--- src/inc/usf_params.svh ---
/*
 Register offsets, field positions, widths and counts of the
 UART status flag block. Assumes an APB slave with 32-bit data.
*/
// Overview of operation
// - Transmit buffer empty flag reads 0 while a character waits, 1 when empty.
// - Transmit done flag, status bit 6, set at reset and when idle with buffer empty.
// - Transmit done clears after flagged status read then data write, enable rise or break.
// - Transmit done reads clear while sending, set once all activity has ended.
// - Receive full flag, status bit 5, sets when a character enters the data register.
// - Receive full clears only by flagged status read followed by a data read.
// - Idle flag, status bit 4, sets after one character time of high after activity.
// - Count select 0 counts idle bit times from just after the start bit.
// - Idle threshold is 10 or 11 bit times by the character length select.
// - Count select 1 starts counting only after the stop bits.
// - Buffer empty set at reset and on move to shifter; cleared by status read, data write.
// - Idle clears by status read then data read; rearms only after a new received character.
`ifndef USF_PARAMS_SVH
`define USF_PARAMS_SVH

`define USF_ADDR_W        8
`define USF_OFF_DATA      8'h00
`define USF_OFF_STATUS    8'h04
`define USF_OFF_CTRL      8'h08
`define USF_OFF_ISTS      8'h0c
`define USF_OFF_ICLR      8'h10
`define USF_OFF_IEN       8'h14

`define USF_ST_TX_BUFFER_EMPTY_FLAG       7
`define USF_ST_TC         6
`define USF_ST_RX_BUFFER_FULL_FLAG       5
`define USF_ST_IDLE       4

`define USF_CT_TX_ON      0
`define USF_CT_SBK        1
`define USF_CT_MSEL       2
`define USF_CT_ILT        3

`define USF_EV_LSB        4
`define USF_CNT_W         4
`define USF_IDLE_BITS_8   4'ha
`define USF_IDLE_BITS_9   4'hb

`endif

--- src/inc/usf_pkg.sv ---
/*
 Types of the UART status flag block.
 Assumes usf_params.svh for widths.
*/
`include "usf_params.svh"

package usf_pkg;

    // Whole block state, registered as one word
    typedef struct packed {
        logic [1:0]             rxd_sync;
        logic                   ready;
        logic [31:0]            rdata;
        logic                   err;
        logic                   tx_buffer_empty_flag;
        logic                   tc;
        logic                   rx_buffer_full_flag;
        logic                   idle;
        logic                   tx_buffer_empty_flag_arm;
        logic                   tc_arm;
        logic                   rx_buffer_full_flag_arm;
        logic                   idle_arm;
        logic                   tc_pend;
        logic                   idle_allow;
        logic                   cnt_en;
        logic [`USF_CNT_W-1:0]  cnt;
        logic                   tx_on;
        logic                   send_break_bit;
        logic                   m_sel;
        logic                   idle_count_after_stop_select;
        logic [3:0]             ists;
        logic [3:0]             ien;
        logic                   irq;
        logic                   data_wr;
        logic                   data_rd;
    } usf_state_t;

    // Line-side events from the shifters
    typedef struct packed {
        logic tx_move;
        logic tx_active;
        logic rx_move;
        logic rx_start;
        logic rx_stop_done;
        logic bit_tick;
    } usf_line_t;

endpackage

--- src/design/usf_top.sv ---
/*
 UART status flags: buffer empty, transmit done, receive full and
 idle line, with an APB register slave and a level interrupt.
 Assumes the shifters, baud tick and data path live outside on pclk;
 only rxd comes from a pin and is synchronised here.
*/
// Local design decisions: the APB interface to the registers and the address map.
`timescale 1ns/1ps
`default_nettype none

`include "usf_params.svh"

module usf_top (
    input  wire logic                   pclk,
    input  wire logic                   presetn,
    input  wire logic                   psel,
    input  wire logic                   penable,
    input  wire logic                   pwrite,
    input  wire logic [`USF_ADDR_W-1:0] paddr,
    input  wire logic [31:0]            pwdata,
    output logic      [31:0]            prdata,
    output logic                        pready,
    output logic                        pslverr,
    input  wire usf_pkg::usf_line_t     line,
    input  wire logic                   rxd,
    output logic                        tx_on,
    output logic                        send_break,
    output logic                        size_sel,
    output logic                        idle_sel,
    output logic                        data_wr,
    output logic                        data_rd,
    output logic                        irq
);

    usf_pkg::usf_state_t s_q;
    usf_pkg::usf_state_t s_d;

    function automatic logic hit(input logic [`USF_ADDR_W-1:0] a,
                                 input logic [`USF_ADDR_W-1:0] off);
        hit = (a == off);
    endfunction

    function automatic logic [3:0] flags(input usf_pkg::usf_state_t s);
        flags = {s.tx_buffer_empty_flag, s.tc & ~line.tx_active, s.rx_buffer_full_flag, s.idle};
    endfunction

    logic                  acc;
    logic                  wr;
    logic                  rd;
    logic                  st_rd;
    logic                  dat_wr;
    logic                  dat_rd;
    logic                  ctl_wr;
    logic                  tc_clr;
    logic                  rx_hi;
    logic                  idle_hit;
    logic [`USF_CNT_W-1:0] thresh;
    logic [3:0]            ev;
    logic [3:0]            cur;
    logic                  mapped;

    always_comb begin
        s_d = s_q;
        s_d.rxd_sync = {s_q.rxd_sync[0], rxd};
        rx_hi = s_q.rxd_sync[1];

        // Access completes on the second access cycle
        acc = psel & penable & s_q.ready;
        wr = acc & pwrite;
        rd = acc & ~pwrite;
        mapped = hit(paddr, `USF_OFF_DATA) | hit(paddr, `USF_OFF_STATUS)
               | hit(paddr, `USF_OFF_CTRL) | hit(paddr, `USF_OFF_ISTS)
               | hit(paddr, `USF_OFF_ICLR) | hit(paddr, `USF_OFF_IEN);
        st_rd = rd & hit(paddr, `USF_OFF_STATUS);
        dat_wr = wr & hit(paddr, `USF_OFF_DATA);
        dat_rd = rd & hit(paddr, `USF_OFF_DATA);
        ctl_wr = wr & hit(paddr, `USF_OFF_CTRL);
        cur = flags(s_q);

        s_d.ready = psel & penable & ~s_q.ready;
        s_d.err = psel & penable & ~s_q.ready & ~mapped;
        s_d.rdata = 32'h0;
        if (psel & penable & ~s_q.ready & ~pwrite) begin
            if (hit(paddr, `USF_OFF_STATUS))
                s_d.rdata = {24'h0, cur, 4'h0};
            else if (hit(paddr, `USF_OFF_CTRL))
                s_d.rdata = {28'h0, s_q.idle_count_after_stop_select, s_q.m_sel, s_q.send_break_bit, s_q.tx_on};
            else if (hit(paddr, `USF_OFF_ISTS))
                s_d.rdata = {24'h0, s_q.ists, 4'h0};
            else if (hit(paddr, `USF_OFF_IEN))
                s_d.rdata = {24'h0, s_q.ien, 4'h0};
        end

        s_d.data_wr = dat_wr;
        s_d.data_rd = dat_rd;

        // Control register
        tc_clr = dat_wr;
        if (ctl_wr) begin
            s_d.tx_on = pwdata[`USF_CT_TX_ON];
            s_d.send_break_bit = pwdata[`USF_CT_SBK];
            s_d.m_sel = pwdata[`USF_CT_MSEL];
            s_d.idle_count_after_stop_select = pwdata[`USF_CT_ILT];
            if (pwdata[`USF_CT_TX_ON] & ~s_q.tx_on)
                tc_clr = 1'b1;
            if (pwdata[`USF_CT_SBK])
                tc_clr = 1'b1;
        end

        // Armed bits follow the flag seen by the status read
        if (st_rd) begin
            s_d.tx_buffer_empty_flag_arm = cur[3];
            s_d.tc_arm = cur[2];
            s_d.rx_buffer_full_flag_arm = cur[1];
            s_d.idle_arm = cur[0];
        end

        // Buffer empty
        ev = 4'h0;
        if (dat_wr & s_q.tx_buffer_empty_flag_arm) begin
            s_d.tx_buffer_empty_flag = 1'b0;
            s_d.tx_buffer_empty_flag_arm = 1'b0;
        end
        if (line.tx_move) begin
            s_d.tx_buffer_empty_flag = 1'b1;
            ev[3] = ~s_q.tx_buffer_empty_flag;
        end

        // Transmit done
        if (tc_clr & s_q.tc_arm) begin
            s_d.tc = 1'b0;
            s_d.tc_arm = 1'b0;
            s_d.tc_pend = 1'b1;
        end
        if (line.tx_active) begin
            s_d.tc = 1'b0;
            s_d.tc_pend = 1'b0;
        end else if (s_q.tx_buffer_empty_flag & ~s_q.tc_pend & ~(tc_clr & s_q.tc_arm)) begin
            s_d.tc = 1'b1;
            ev[2] = ~s_q.tc;
        end

        // Receive full; new character wins over a clear
        if (dat_rd & s_q.rx_buffer_full_flag_arm) begin
            s_d.rx_buffer_full_flag = 1'b0;
            s_d.rx_buffer_full_flag_arm = 1'b0;
        end
        if (line.rx_move) begin
            s_d.rx_buffer_full_flag = 1'b1;
            s_d.idle_allow = 1'b1;
            ev[1] = 1'b1;
        end

        // Idle line counter
        thresh = s_q.m_sel ? `USF_IDLE_BITS_9 : `USF_IDLE_BITS_8;
        idle_hit = 1'b0;
        if (line.rx_start) begin
            s_d.cnt = '0;
            s_d.cnt_en = ~s_q.idle_count_after_stop_select;
        end else if (line.rx_stop_done & s_q.idle_count_after_stop_select) begin
            s_d.cnt = '0;
            s_d.cnt_en = 1'b1;
        end else if (line.bit_tick & s_q.cnt_en) begin
            if (!rx_hi)
                s_d.cnt = '0;
            else if (s_q.cnt != thresh)
                s_d.cnt = s_q.cnt + `USF_CNT_W'(1);
            if (rx_hi && (s_q.cnt + `USF_CNT_W'(1) == thresh))
                idle_hit = 1'b1;
        end

        if (dat_rd & s_q.idle_arm) begin
            s_d.idle = 1'b0;
            s_d.idle_arm = 1'b0;
        end
        if (idle_hit & s_q.idle_allow & ~line.rx_move) begin
            s_d.idle = 1'b1;
            s_d.idle_allow = 1'b0;
            ev[0] = 1'b1;
        end

        // Interrupt: set wins over clear
        if (wr & hit(paddr, `USF_OFF_ICLR))
            s_d.ists = s_q.ists & ~pwdata[`USF_ST_TX_BUFFER_EMPTY_FLAG:`USF_EV_LSB];
        if (wr & hit(paddr, `USF_OFF_IEN))
            s_d.ien = pwdata[`USF_ST_TX_BUFFER_EMPTY_FLAG:`USF_EV_LSB];
        s_d.ists = s_d.ists | ev;
        s_d.irq = |(s_d.ists & s_d.ien);
    end

    always_ff @(posedge pclk or negedge presetn) begin
        if (!presetn) begin
            s_q <= '0;
            s_q.tx_buffer_empty_flag <= 1'b1;
            s_q.tc <= 1'b1;
        end else begin
            s_q <= s_d;
        end
    end

    assign prdata = s_q.rdata;
    assign pready = s_q.ready;
    assign pslverr = s_q.err;
    assign tx_on = s_q.tx_on;
    assign send_break = s_q.send_break_bit;
    assign size_sel = s_q.m_sel;
    assign idle_sel = s_q.idle_count_after_stop_select;
    assign data_wr = s_q.data_wr;
    assign data_rd = s_q.data_rd;
    assign irq = s_q.irq;

endmodule // usf_top

`default_nettype wire

--- config.mk ---
export PLATFORM = sky130hd
export DESIGN_NAME = usf_top
export DESIGN_NICKNAME = d
export VERILOG_FILES = /design/src/inc/usf_pkg.sv /design/src/design/usf_top.sv
export VERILOG_INCLUDE_DIRS = /design/src /design/src/inc
export SDC_FILE = /design/constraint.sdc
export NUM_CORES = 1
export LEC_CHECK = 0
export ABC_AREA = 1
export CORE_MARGIN = 5
export CORE_UTILIZATION = 60
export CTS_CLUSTER_DIAMETER = 40
export CTS_CLUSTER_SIZE = 40
export DETAILED_ROUTE_END_ITERATION = 16
export DONT_BUFFER_PORTS = 1
export PLACE_DENSITY = 0.87
export SLEW_MARGIN = 20
export SYNTH_ARGS = -nofsm -noshare
export SYNTH_HDL_FRONTEND = slang
export SYNTH_SLANG_ARGS = --single-unit
export TNS_END_PERCENT = 50
--- constraint.sdc ---
create_clock -name pclk -period 4 [get_ports pclk]
set_clock_uncertainty 0.2 [all_clocks]
set_input_delay 0.8 -clock pclk [delete_from_list [all_inputs] [get_ports pclk]]
set_output_delay 0.8 -clock pclk [all_outputs]
set_load 0.02 [all_outputs]
==> results of run 1 <==
==> cell usage after synthesis <==
| master | instances |
|---|---|
| nand3_1 | 13 |
| nor4_2 | 2 |
| nand3_2 | 3 |
| o21ai_0 | 10 |
| dfstp_2 | 2 |
| nor2_2 | 5 |
| o21ai_1 | 1 |
| nand2_1 | 73 |
| nor2_1 | 27 |
| mux2_2 | 1 |
| nor2_4 | 2 |
| o22ai_1 | 2 |
| inv_1 | 39 |
| nor4_1 | 2 |
| conb_1 | 1 |
| ha_1 | 1 |
| a2111oi_0 | 1 |
| inv_2 | 5 |
| buf_4 | 32 |
| a21o_1 | 1 |
| a21oi_1 | 9 |
| dfrtp_1 | 40 |
| nand2_2 | 6 |
| nor2_8 | 1 |
| nand4_1 | 4 |
| o211ai_1 | 3 |
==> routing by layer <==
layer | up-vias | track usage (%) | wire length, um
met2 | 77 | 30.20 | 2097
met3 | 14 | 7.714 | 468
met5 | - | 0 | 0
met1 | 802 | 19.66 | 1689
li1 | 833 | - | -
met4 | 0 | 9.395 | 141
==> cells in the final DEF, fill, tap and decap left out, drive strengths merged <==
cell / count
mux2: 1
dfstp: 2
o22ai: 2
buf: 1
nand3: 16
a2111oi: 1
o211ai: 3
dfrtp: 40
clkinv: 1
inv: 44
conb: 24
ha: 1
a21oi: 9
a21o: 1
nand2: 79
o21ai: 11
clkbuf: 7
nand4: 4
nor2: 35
nor4: 4
==> through the flow <==
| step | setup WS (ns) | instances | hold slack (ns) | power [uW] |
|---|---|---|---|---|
| after global routing | 2.055 | 334 | 0.1251 | 815.0 |
| final | 2.179 | 334 | 0.1350 | 777.1 |
| after detailed placement | 1.906 | 325 | 0.1347 | 498.9 |
| after CTS | 2.169 | 334 | 0.1389 | 783.7 |
| after floorplan | 2.100 | 309 | 0.1312 | 509.7 |
| after global placement | 1.903 | 325 | 0.1328 | 496.5 |
==> where the power goes <==
part | switching [uW] | total (uW) | internal (uW)
clock network | 137 | 276 | 139
logic | 50.3 | 63.5 | 13.2
registers | 6.85 | 437 | 431
==> worst max path at each step <==
stage | start | to | depth (start not counted)
after floorplan | paddr[7] | irq$_DFF_PN0_ | 10
after global placement | paddr[7] | irq$_DFF_PN0_ | 10
after detailed placement | paddr[7] | irq$_DFF_PN0_ | 10
after CTS | idle_sel$_DFFE_PN0N_ | idle_sel | 0
after global routing | pready$_DFF_PN0_ | irq$_DFF_PN0_ | 9
final | idle_sel$_DFFE_PN0N_ | idle_sel | 0
==> final cells by class <==
class / instances / area share, %
flip-flops and latches: 42 / 45.81
multi-input cells: 191 / 39.55
inverters: 44 / 7.182
clock buffers: 7 / 3.754
well taps: 48 / 2.612
repair buffers: 1 / 0.8705
clock inverters: 1 / 0.2176
==> kinds of logic after synthesis <==
| family | Yosys count | share of synthesized area [%] |
|---|---|---|
| AO/OA/AOI/OAI | 27 | 6.634 |
| multiplexers | 1 | 0.4934 |
| flip-flops | 42 | 46.16 |
| buffers and inverters | 76 | 17.76 |
| other | 1 | 0.1643 |
| AND/OR/NAND/NOR | 138 | 28.23 |
| adder cells (fa/ha/maj) | 1 | 0.5482 |
==> metrics.md, run 1 <==
| Metric | Value |
|---|---|
| Cell Area, Placed | 2188 um2 |
| Share of cells above drive strength 1 | 12.24% |
| Tot GR Track Use | 18.17% |
| Syn Area/Cell | 7.980 um2 |
| Max H-tree Level | 2 |
| Crit Path Max Fanout | 5 |
| RSZ-0062 raised after global routing | false |
| GRT overflow | 0 |
| R2R Path End | irq$_DFF_PN0_ |
| Worst hold path class | input pin to asynchronous set/reset pin |
| Status | finished, final reports clean |
| Antenna violation net count after detailed routing | 0 |
| Critical path endpoint category | primary output |
| MaxCap Viol Count | 0 |
| Total CTS buffers | 5 |
| Max reg flops | 20 |
| Synth cell types | 26 |
| Final instance area | 2300 um2 |
| R2R Setup Slk | 2.23 ns |
| Rows | 22 |
| FMAX | 0.5492 GHz |
| Hold buffers post-CTS | 1 |
| Num ports | 93 |
| Pre-antenna DRT Iters | 6 |
| Clk sinks | 42 |
| Area contributors post-synth | dfrtp_1 (44%), nand2_1 (12%), buf_4 (11%) |
| CTS clk-pin slew, worst paths | 0.07 ns |
| Inserted Diodes | 0 |
| DIE HEIGHT | 71.68 um |
| R2r startpoint | pready$_DFF_PN0_ |
| Filler cell count | 304 |
| Drt total wl | 4396 um |
| R2R cell count | 9 |
| Leakage power | 0.001207 uW |
| Die area | 5137 um2 |
| Number of synthesis warnings | 0 |
| Synthesized area | 2282 um2 |
| Post-DR vias/cell | 5.168 |
| Via count | 1726 |
| Yosys top cell by area | dfrtp_1 |
| Fin crit period | 1.821 ns |
| CTS Root Cell | clkbuf_8 |
| Synth top area share | 43.86% |
| Die width | 71.68 um |
| Dpl hpwl | 3436 um |
| WL per Instance | 13.16 um |
| Setup total negative slack | 0 ns |
| Longest Clk Path Bufs | 2 |
| Final Max Slew Viols | 0 |
| Period utilisation layout | 45.52% |
| Vias in the first global route | 1689 |
| Hold Fails Final Rpt | 0 |
| Kind of critical path | flip-flop to primary output |
| Initial antenna violation count | 0 |
| Clock latency on the worst-skew pair | 0.29 ns |
| Initial drt markers | 67 |
| Post-CTS Setup Repair Bufs | 0 |
| Crit path arrival time | 0.82 ns |
| Core box area | 3661 um2 |
| Synth-to-Final Area Change | 0.7677% |
| Largest net degree at the start of global routing | 41 |
| CP Data Required Time | 3.00 ns |
| GP Congestion | 0.8353 |
| Setup violations, final | 0 |
| FF+latch area | 1054 um2 |
| Post-CTS resize count | 0 |
| Post-Route Utilization | 62.82% |
| DR DRC count | 0 |
| Post-synthesis register bit count | 42 |
| Worst ir drop on vdd | 0.0003327 V |
| Cells after synthesis | 286 |
| Area of the multi-input gates | 909.6 um2 |
| CP startpoint kind | flip-flop |
| I/O Buffers | 0 |
| First-pass GRT wire length | 7307 um |
| Seq/Total Area, Yosys | 46.16% |
| PD cells | 337.9 nW/um2 |
| Register with the most flip-flops | s_q |
| TritonCTS clock tree | yes |
| Final net count | 338 |
| Initial core utilization | 62.34% |
Note: power is estimated with default switching activity, not from simulation.
==> run 2: changes to the inputs <==
==> constraint.sdc (replaced) <==
create_clock -name pclk -period 1.75 [get_ports pclk]
set_clock_uncertainty 0.2 [all_clocks]
set_input_delay 0.35 -clock pclk [delete_from_list [all_inputs] [get_ports pclk]]
set_output_delay 0.35 -clock pclk [all_outputs]
set_load 0.02 [all_outputs]
==> run 2 against run 1 <==
Against the previous run: sequential power up 130%; first-iteration DRC count rose by 66%; routed wire length increased by 8.4%; utilization increased by 5.3 points; die area is the same; highest routed layer unchanged; global-route usage increased by 0.88 points; setup slack got worse by 2.1 ns; via count rose by 5.3%; critical path depth rose by 9; sequential share of layout area is 3.5 points lower; total power rose by 150%; register-to-register slack worse by 2.2 ns.
==> metrics.md, run 2 (synthesized netlist as in run 1, its figures left out) <==
| Metric | Value |
|---|---|
| Longest Clk Path Bufs | 2 |
| Clk sinks | 42 |
| Initial drt markers | 111 |
| Inserted Diodes | 0 |
| Final Max Slew Viols | 0 |
| GRT overflow | 0 |
| Hold Fails Final Rpt | 0 |
| Final Non-Filler Cells | 353 |
| GP Congestion | 0.8336 |
| R2R cell count | 9 |
| FMAX | 0.5978 GHz |
| Kind of critical path | flip-flop to flip-flop |
| Fin crit period | 1.673 ns |
| WL per Instance | 13.50 um |
| CP peak stage delay | 0.36 ns |
| Largest net degree at the start of global routing | 43 |
| I/O Buffers | 0 |
| Register with the most flip-flops | s_q |
| Top cell by count, worst path | nand2_1 |
| Worst ir drop on vdd | 0.0006064 V |
| Critical path endpoint category | flip-flop |
| Clock latency on the worst-skew pair | 0.29 ns |
| Core box area | 3661 um2 |
| Num ports | 93 |
| PD cells | 771.1 nW/um2 |
| Status | finished, final reports clean |
| RSZ-0062 raised after global routing | true |
| Vias in the first global route | 1829 |
| Post-DR vias/cell | 5.147 |
| Crit path arrival time | 1.66 ns |
| Dpl hpwl | 3491 um |
| Tot GR Track Use | 19.05% |
| Leakage power | 0.001304 uW |
| Drt total wl | 4764 um |
| Hold depth | 2 |
| Die area | 5137 um2 |
| TritonCTS clock tree | yes |
| Initial antenna violation count | 0 |
| Pre-antenna DRT Iters | 4 |
| Die width | 71.68 um |
| WP depth | 9 |
| Max reg flops | 20 |
| Rows | 22 |
| Synth-to-Final Area Change | 9.320% |
| Antenna violation net count after detailed routing | 0 |
| Top delay family on crit path | simple AND/OR/NAND/NOR gates |
| First-pass GRT wire length | 7769 um |
| DR DRC count | 0 |
| Commonest non-fill, non-tap cells in the layout | nand2_1 (73), inv_1 (39), dfrtp_1 (39) |
| CP startpoint kind | flip-flop |
| Share of cells above drive strength 1 | 14.75% |
| Worst Path Buf+Inv | 0 |
| Initial core utilization | 62.34% |
| Placed cell count | 332 |
| CP Data Required Time | 1.73 ns |
| Final net count | 357 |
| Worst path cell trace | nand3_2 -> nor2_8 -> nand3_1 -> nand2_1 -> nand2_1 -> nand2_1 -> nand2_1 -> nand2_1 -> nand2_1 |
| Crit Path Max Fanout | 9 |
| Max H-tree Level | 2 |
| CTS Root Cell | clkbuf_8 |
| Slowest CP cell | dfrtp_1 |
| Via count | 1817 |
| CTS clk-pin slew, worst paths | 0.08 ns |
| Commonest non-fill, non-tap cell in the layout | nand2_1 |
| Total CTS buffers | 5 |
| Worst hold path class | input pin to flip-flop |
| Period utilisation layout | 95.59% |
| Setup violations, final | 0 |
| MaxCap Viol Count | 0 |
| DIE HEIGHT | 71.68 um |
| Setup total negative slack | 0 ns |
## run 2: what timing repair did
action	CTS	global route
hold buffers	12	1
hold endpoints to repair	52	1
resized for setup	0	3
buffers inserted	0	0
endpoints found under the setup margin	0	6
## run 2: stage by stage
stage	setup WS [ns]	utilization [%]	instance area (um2)	hold slack [ns]	power, uW
global placement	0.09905	61.21	2241	-0.1446	1141
finish	0.07723	68.15	2495	0.01654	1924
floorplan	0.1626	-	2369	-0.1456	1165
global route	-0.04165	68.15	2495	0.03289	1992
detailed placement	0.06254	61.21	2241	-0.1446	1146
CTS	0.06749	67.74	2480	0.006058	1932
## run 2: area by class of cell
class                      count  area, um2
inverter                      44      165.2
multi-input combinational    191      913.4
tap                           48      60.06
clock inverter                 3      40.04
fill                         294       1166
clock buffer                   5      68.82
timing repair buffer          20      192.7
sequential                    42       1055
## run 2: final timing paths
check / start / endpoint / slack, ns
setup / recovery: pready$_DFF_PN0_ / irq$_DFF_PN0_ / 0.08
hold / removal: pwdata[0] / tx_on$_DFFE_PN0N_ / 0.02
setup reg to reg: pready$_DFF_PN0_ / irq$_DFF_PN0_ / 0.08
hold reg to reg: s_d[65]$_DFF_PN0_ / rx_hi$_DFF_PN0_ / 0.15
max in group asynchronous: presetn / s_q[28]$_DFFE_PN1P_ / 0.79
min in group asynchronous: presetn / idle_sel$_DFFE_PN0N_ / 0.30
## run 2: report_power, final
part / internal [uW] / switching, uW / total (uW)
logic: 53.4 / 129 / 183
registers: 984 / 10.6 / 995
clock network: 420 / 327 / 746
total: 1460 / 467 / 1920
## run 2: per-layer routing
| metal | share of wire (%) | GRT usage [%] | up-vias |
|---|---|---|---|
| met4 | 2.5 | 8.977 | 0 |
| met1 | 39 | 21.97 | 864 |
| li1 | - | - | 870 |
| met2 | 50 | 32.65 | 69 |
| met3 | 8.6 | 5.189 | 14 |
| met5 | 0 | 0 | - |
==> run 3: changes to the inputs <==
--- a/config.mk
+++ b/config.mk
@@ -13,7 +13,7 @@
 export CTS_CLUSTER_SIZE = 40
 export DETAILED_ROUTE_END_ITERATION = 16
 export DONT_BUFFER_PORTS = 1
-export PLACE_DENSITY = 0.87
+export PLACE_DENSITY_LB_ADDON = 0.2
 export SLEW_MARGIN = 20
 export SYNTH_ARGS = -nofsm -noshare
 export SYNTH_HDL_FRONTEND = slang
==> run 3 against run 2 <==
Against the previous run: fmax increased by 1.4%; largest power group unchanged; flip-flop and latch count is the same; global-route usage is 0.066 points lower.
==> metrics.md, run 3 (synthesized netlist as in run 1, its figures left out) <==
| Metric | Value |
|---|---|
| Top cell by count, worst path | nand2_1 |
| Total power | 1946 uW |
| Synth-to-Final Area Change | 11.57% |
| Antenna violation net count after detailed routing | 0 |
| CTS Root Cell | clkbuf_8 |
| Filler cell count | 300 |
| TritonCTS clock tree | yes |
| CP Data Required Time | 1.73 ns |
| Switching portion of total power | 24.77% |
| Setup violations, final | 0 |
| Crit path arrival time | 1.63 ns |
| WL per Instance | 13.41 um |
| Comb power frac | 9.5% |
| Die width | 71.68 um |
| Crit Path Max Fanout | 6 |
| Register with the most flip-flops | s_q |
| Final net count | 362 |
| Sw power | 481.9 uW |
| Fin crit period | 1.650 ns |
| GRT overflow | 0 |
| Drt total wl | 4799 um |
| Clk sinks | 42 |
| Dpl hpwl | 3443 um |
| Slowest CP cell | dfrtp_1 |
| Hold Fails Final Rpt | 0 |
| DIE HEIGHT | 71.68 um |
| Worst path cell trace | nand3_4 -> nor2_8 -> buf_4 -> buf_4 -> nand3_1 -> nand3_2 -> nand2_1 -> nand2_1 -> nor2_1 -> nand2_1 |
| Clock latency on the worst-skew pair | 0.30 ns |
| Rows | 22 |
| RSZ-0062 raised after global routing | true |
| Final instance area | 2546 um2 |
| Largest net degree at the start of global routing | 43 |
| CTS clk-pin slew, worst paths | 0.09 ns |
| Critical path endpoint category | flip-flop |
| Vias in the first global route | 1780 |
| Inserted Diodes | 0 |
| First-pass GRT wire length | 7679 um |
| Via count | 1803 |
| Kind of critical path | flip-flop to flip-flop |
| Die area | 5137 um2 |
| Top delay family on crit path | simple AND/OR/NAND/NOR gates |
| CP startpoint kind | flip-flop |
| Num ports | 93 |
| Commonest non-fill, non-tap cells in the layout | nand2_1 (73), inv_1 (39), dfrtp_1 (39) |
| Initial core utilization | 62.34% |
| GP Congestion | 0.8316 |
| Share of cells above drive strength 1 | 16.13% |
| I/O Buffers | 0 |
| Core box area | 3661 um2 |
| CP peak stage delay | 0.42 ns |
| Max reg flops | 20 |
| Worst hold path class | input pin to flip-flop |
| MaxCap Viol Count | 0 |
| R2R cell count | 10 |
| DR DRC count | 0 |
| Clk pwr share | 39.4% |
| Int Pwr | 1464 uW |
| Tot GR Track Use | 18.98% |
| Longest Clk Path Bufs | 2 |
| Worst Path Buf+Inv | 2 |
| WP depth | 10 |
| Period utilisation layout | 94.27% |
| Max H-tree Level | 2 |
| Cell Area, Placed | 2248 um2 |
| Commonest non-fill, non-tap cell in the layout | nand2_1 |
| Status | finished, final reports clean |
| Worst ir drop on vdd | 0.0005791 V |
| Initial drt markers | 70 |
| Initial antenna violation count | 0 |
| Leakage power | 0.001322 uW |
| Pre-antenna DRT Iters | 4 |
| FMAX | 0.6061 GHz |
| Hold depth | 2 |
| PD cells | 764.2 nW/um2 |
| Post-DR vias/cell | 5.036 |
| Final Max Slew Viols | 0 |
| Total CTS buffers | 5 |
| Sequential share of power | 51.2% |
| Setup total negative slack | 0 ns |
==> run 3: cell types whose count changed in the layout (fill, tap and decap cells not counted), sizes merged <==
cell      previous run  this run
clkinvlp             0         2
buf                  8        13
clkinv               2         0
==> run 3: per-stage QoR <==
step	worst slack (ns)	cells	util (%)	hold slack [ns]
global placement	0.09306	333	61.41	-0.1447
global route	-0.02121	358	69.55	0.02298
floorplan	0.1626	309	-	-0.1456
finish	0.1002	358	69.55	0.01778
CTS	0.04924	354	68.35	0.01525
detailed placement	0.08000	333	61.41	-0.1449
==> run 3: worst paths after layout <==
check,start,slack (ns),end
hold / removal,pwdata[1],0.02,send_break$_DFFE_PN0N_
hold reg to reg,s_d[65]$_DFF_PN0_,0.16,rx_hi$_DFF_PN0_
min in group asynchronous,presetn,0.30,size_sel$_DFFE_PN0N_
setup reg to reg,pready$_DFF_PN0_,0.10,irq$_DFF_PN0_
setup / recovery,pready$_DFF_PN0_,0.10,irq$_DFF_PN0_
max in group asynchronous,presetn,0.77,cur[3]$_DFFE_PN1P_
==> run 3: area by class of cell <==
type / instances / area [um2] / area share [%]
Sequential cell: 42 / 1055 / 41.43
Multi-Input combinational cell: 191 / 922.1 / 36.22
Timing Repair Buffer: 25 / 230.2 / 9.042
Inverter: 44 / 165.2 / 6.486
Clock buffer: 5 / 68.82 / 2.703
Tap cell: 48 / 60.06 / 2.359
Clock inverter: 3 / 45.04 / 1.769
==> run 3: power groups by stage <==
stage / clock network (uW) / logic, uW / registers [uW]
floorplan: 0 / 149 / 1020
CTS: 777 / 179 / 994
detailed placement: 0 / 131 / 1010
global route: 824 / 203 / 997
finish: 766 / 184 / 995
global placement: 0 / 129 / 1010
==> run 3: layer usage <==
metal  vias up  routed length [um]  GRT usage (%)
met1       841                1893          21.78
met3        12                 447          6.311
li1        880                   -              -
met2        70                2357          32.86
met5         -                   0              0
met4         0                 101          6.889
==> run 3: repair_timing <==
action / in CTS / in global routing
gates resized for setup: 0 / 5
hold buffers: 13 / 0
setup endpoints to repair: 0 / 6
endpoints found under the hold margin: 53 / 0
buffers inserted: 0 / 4
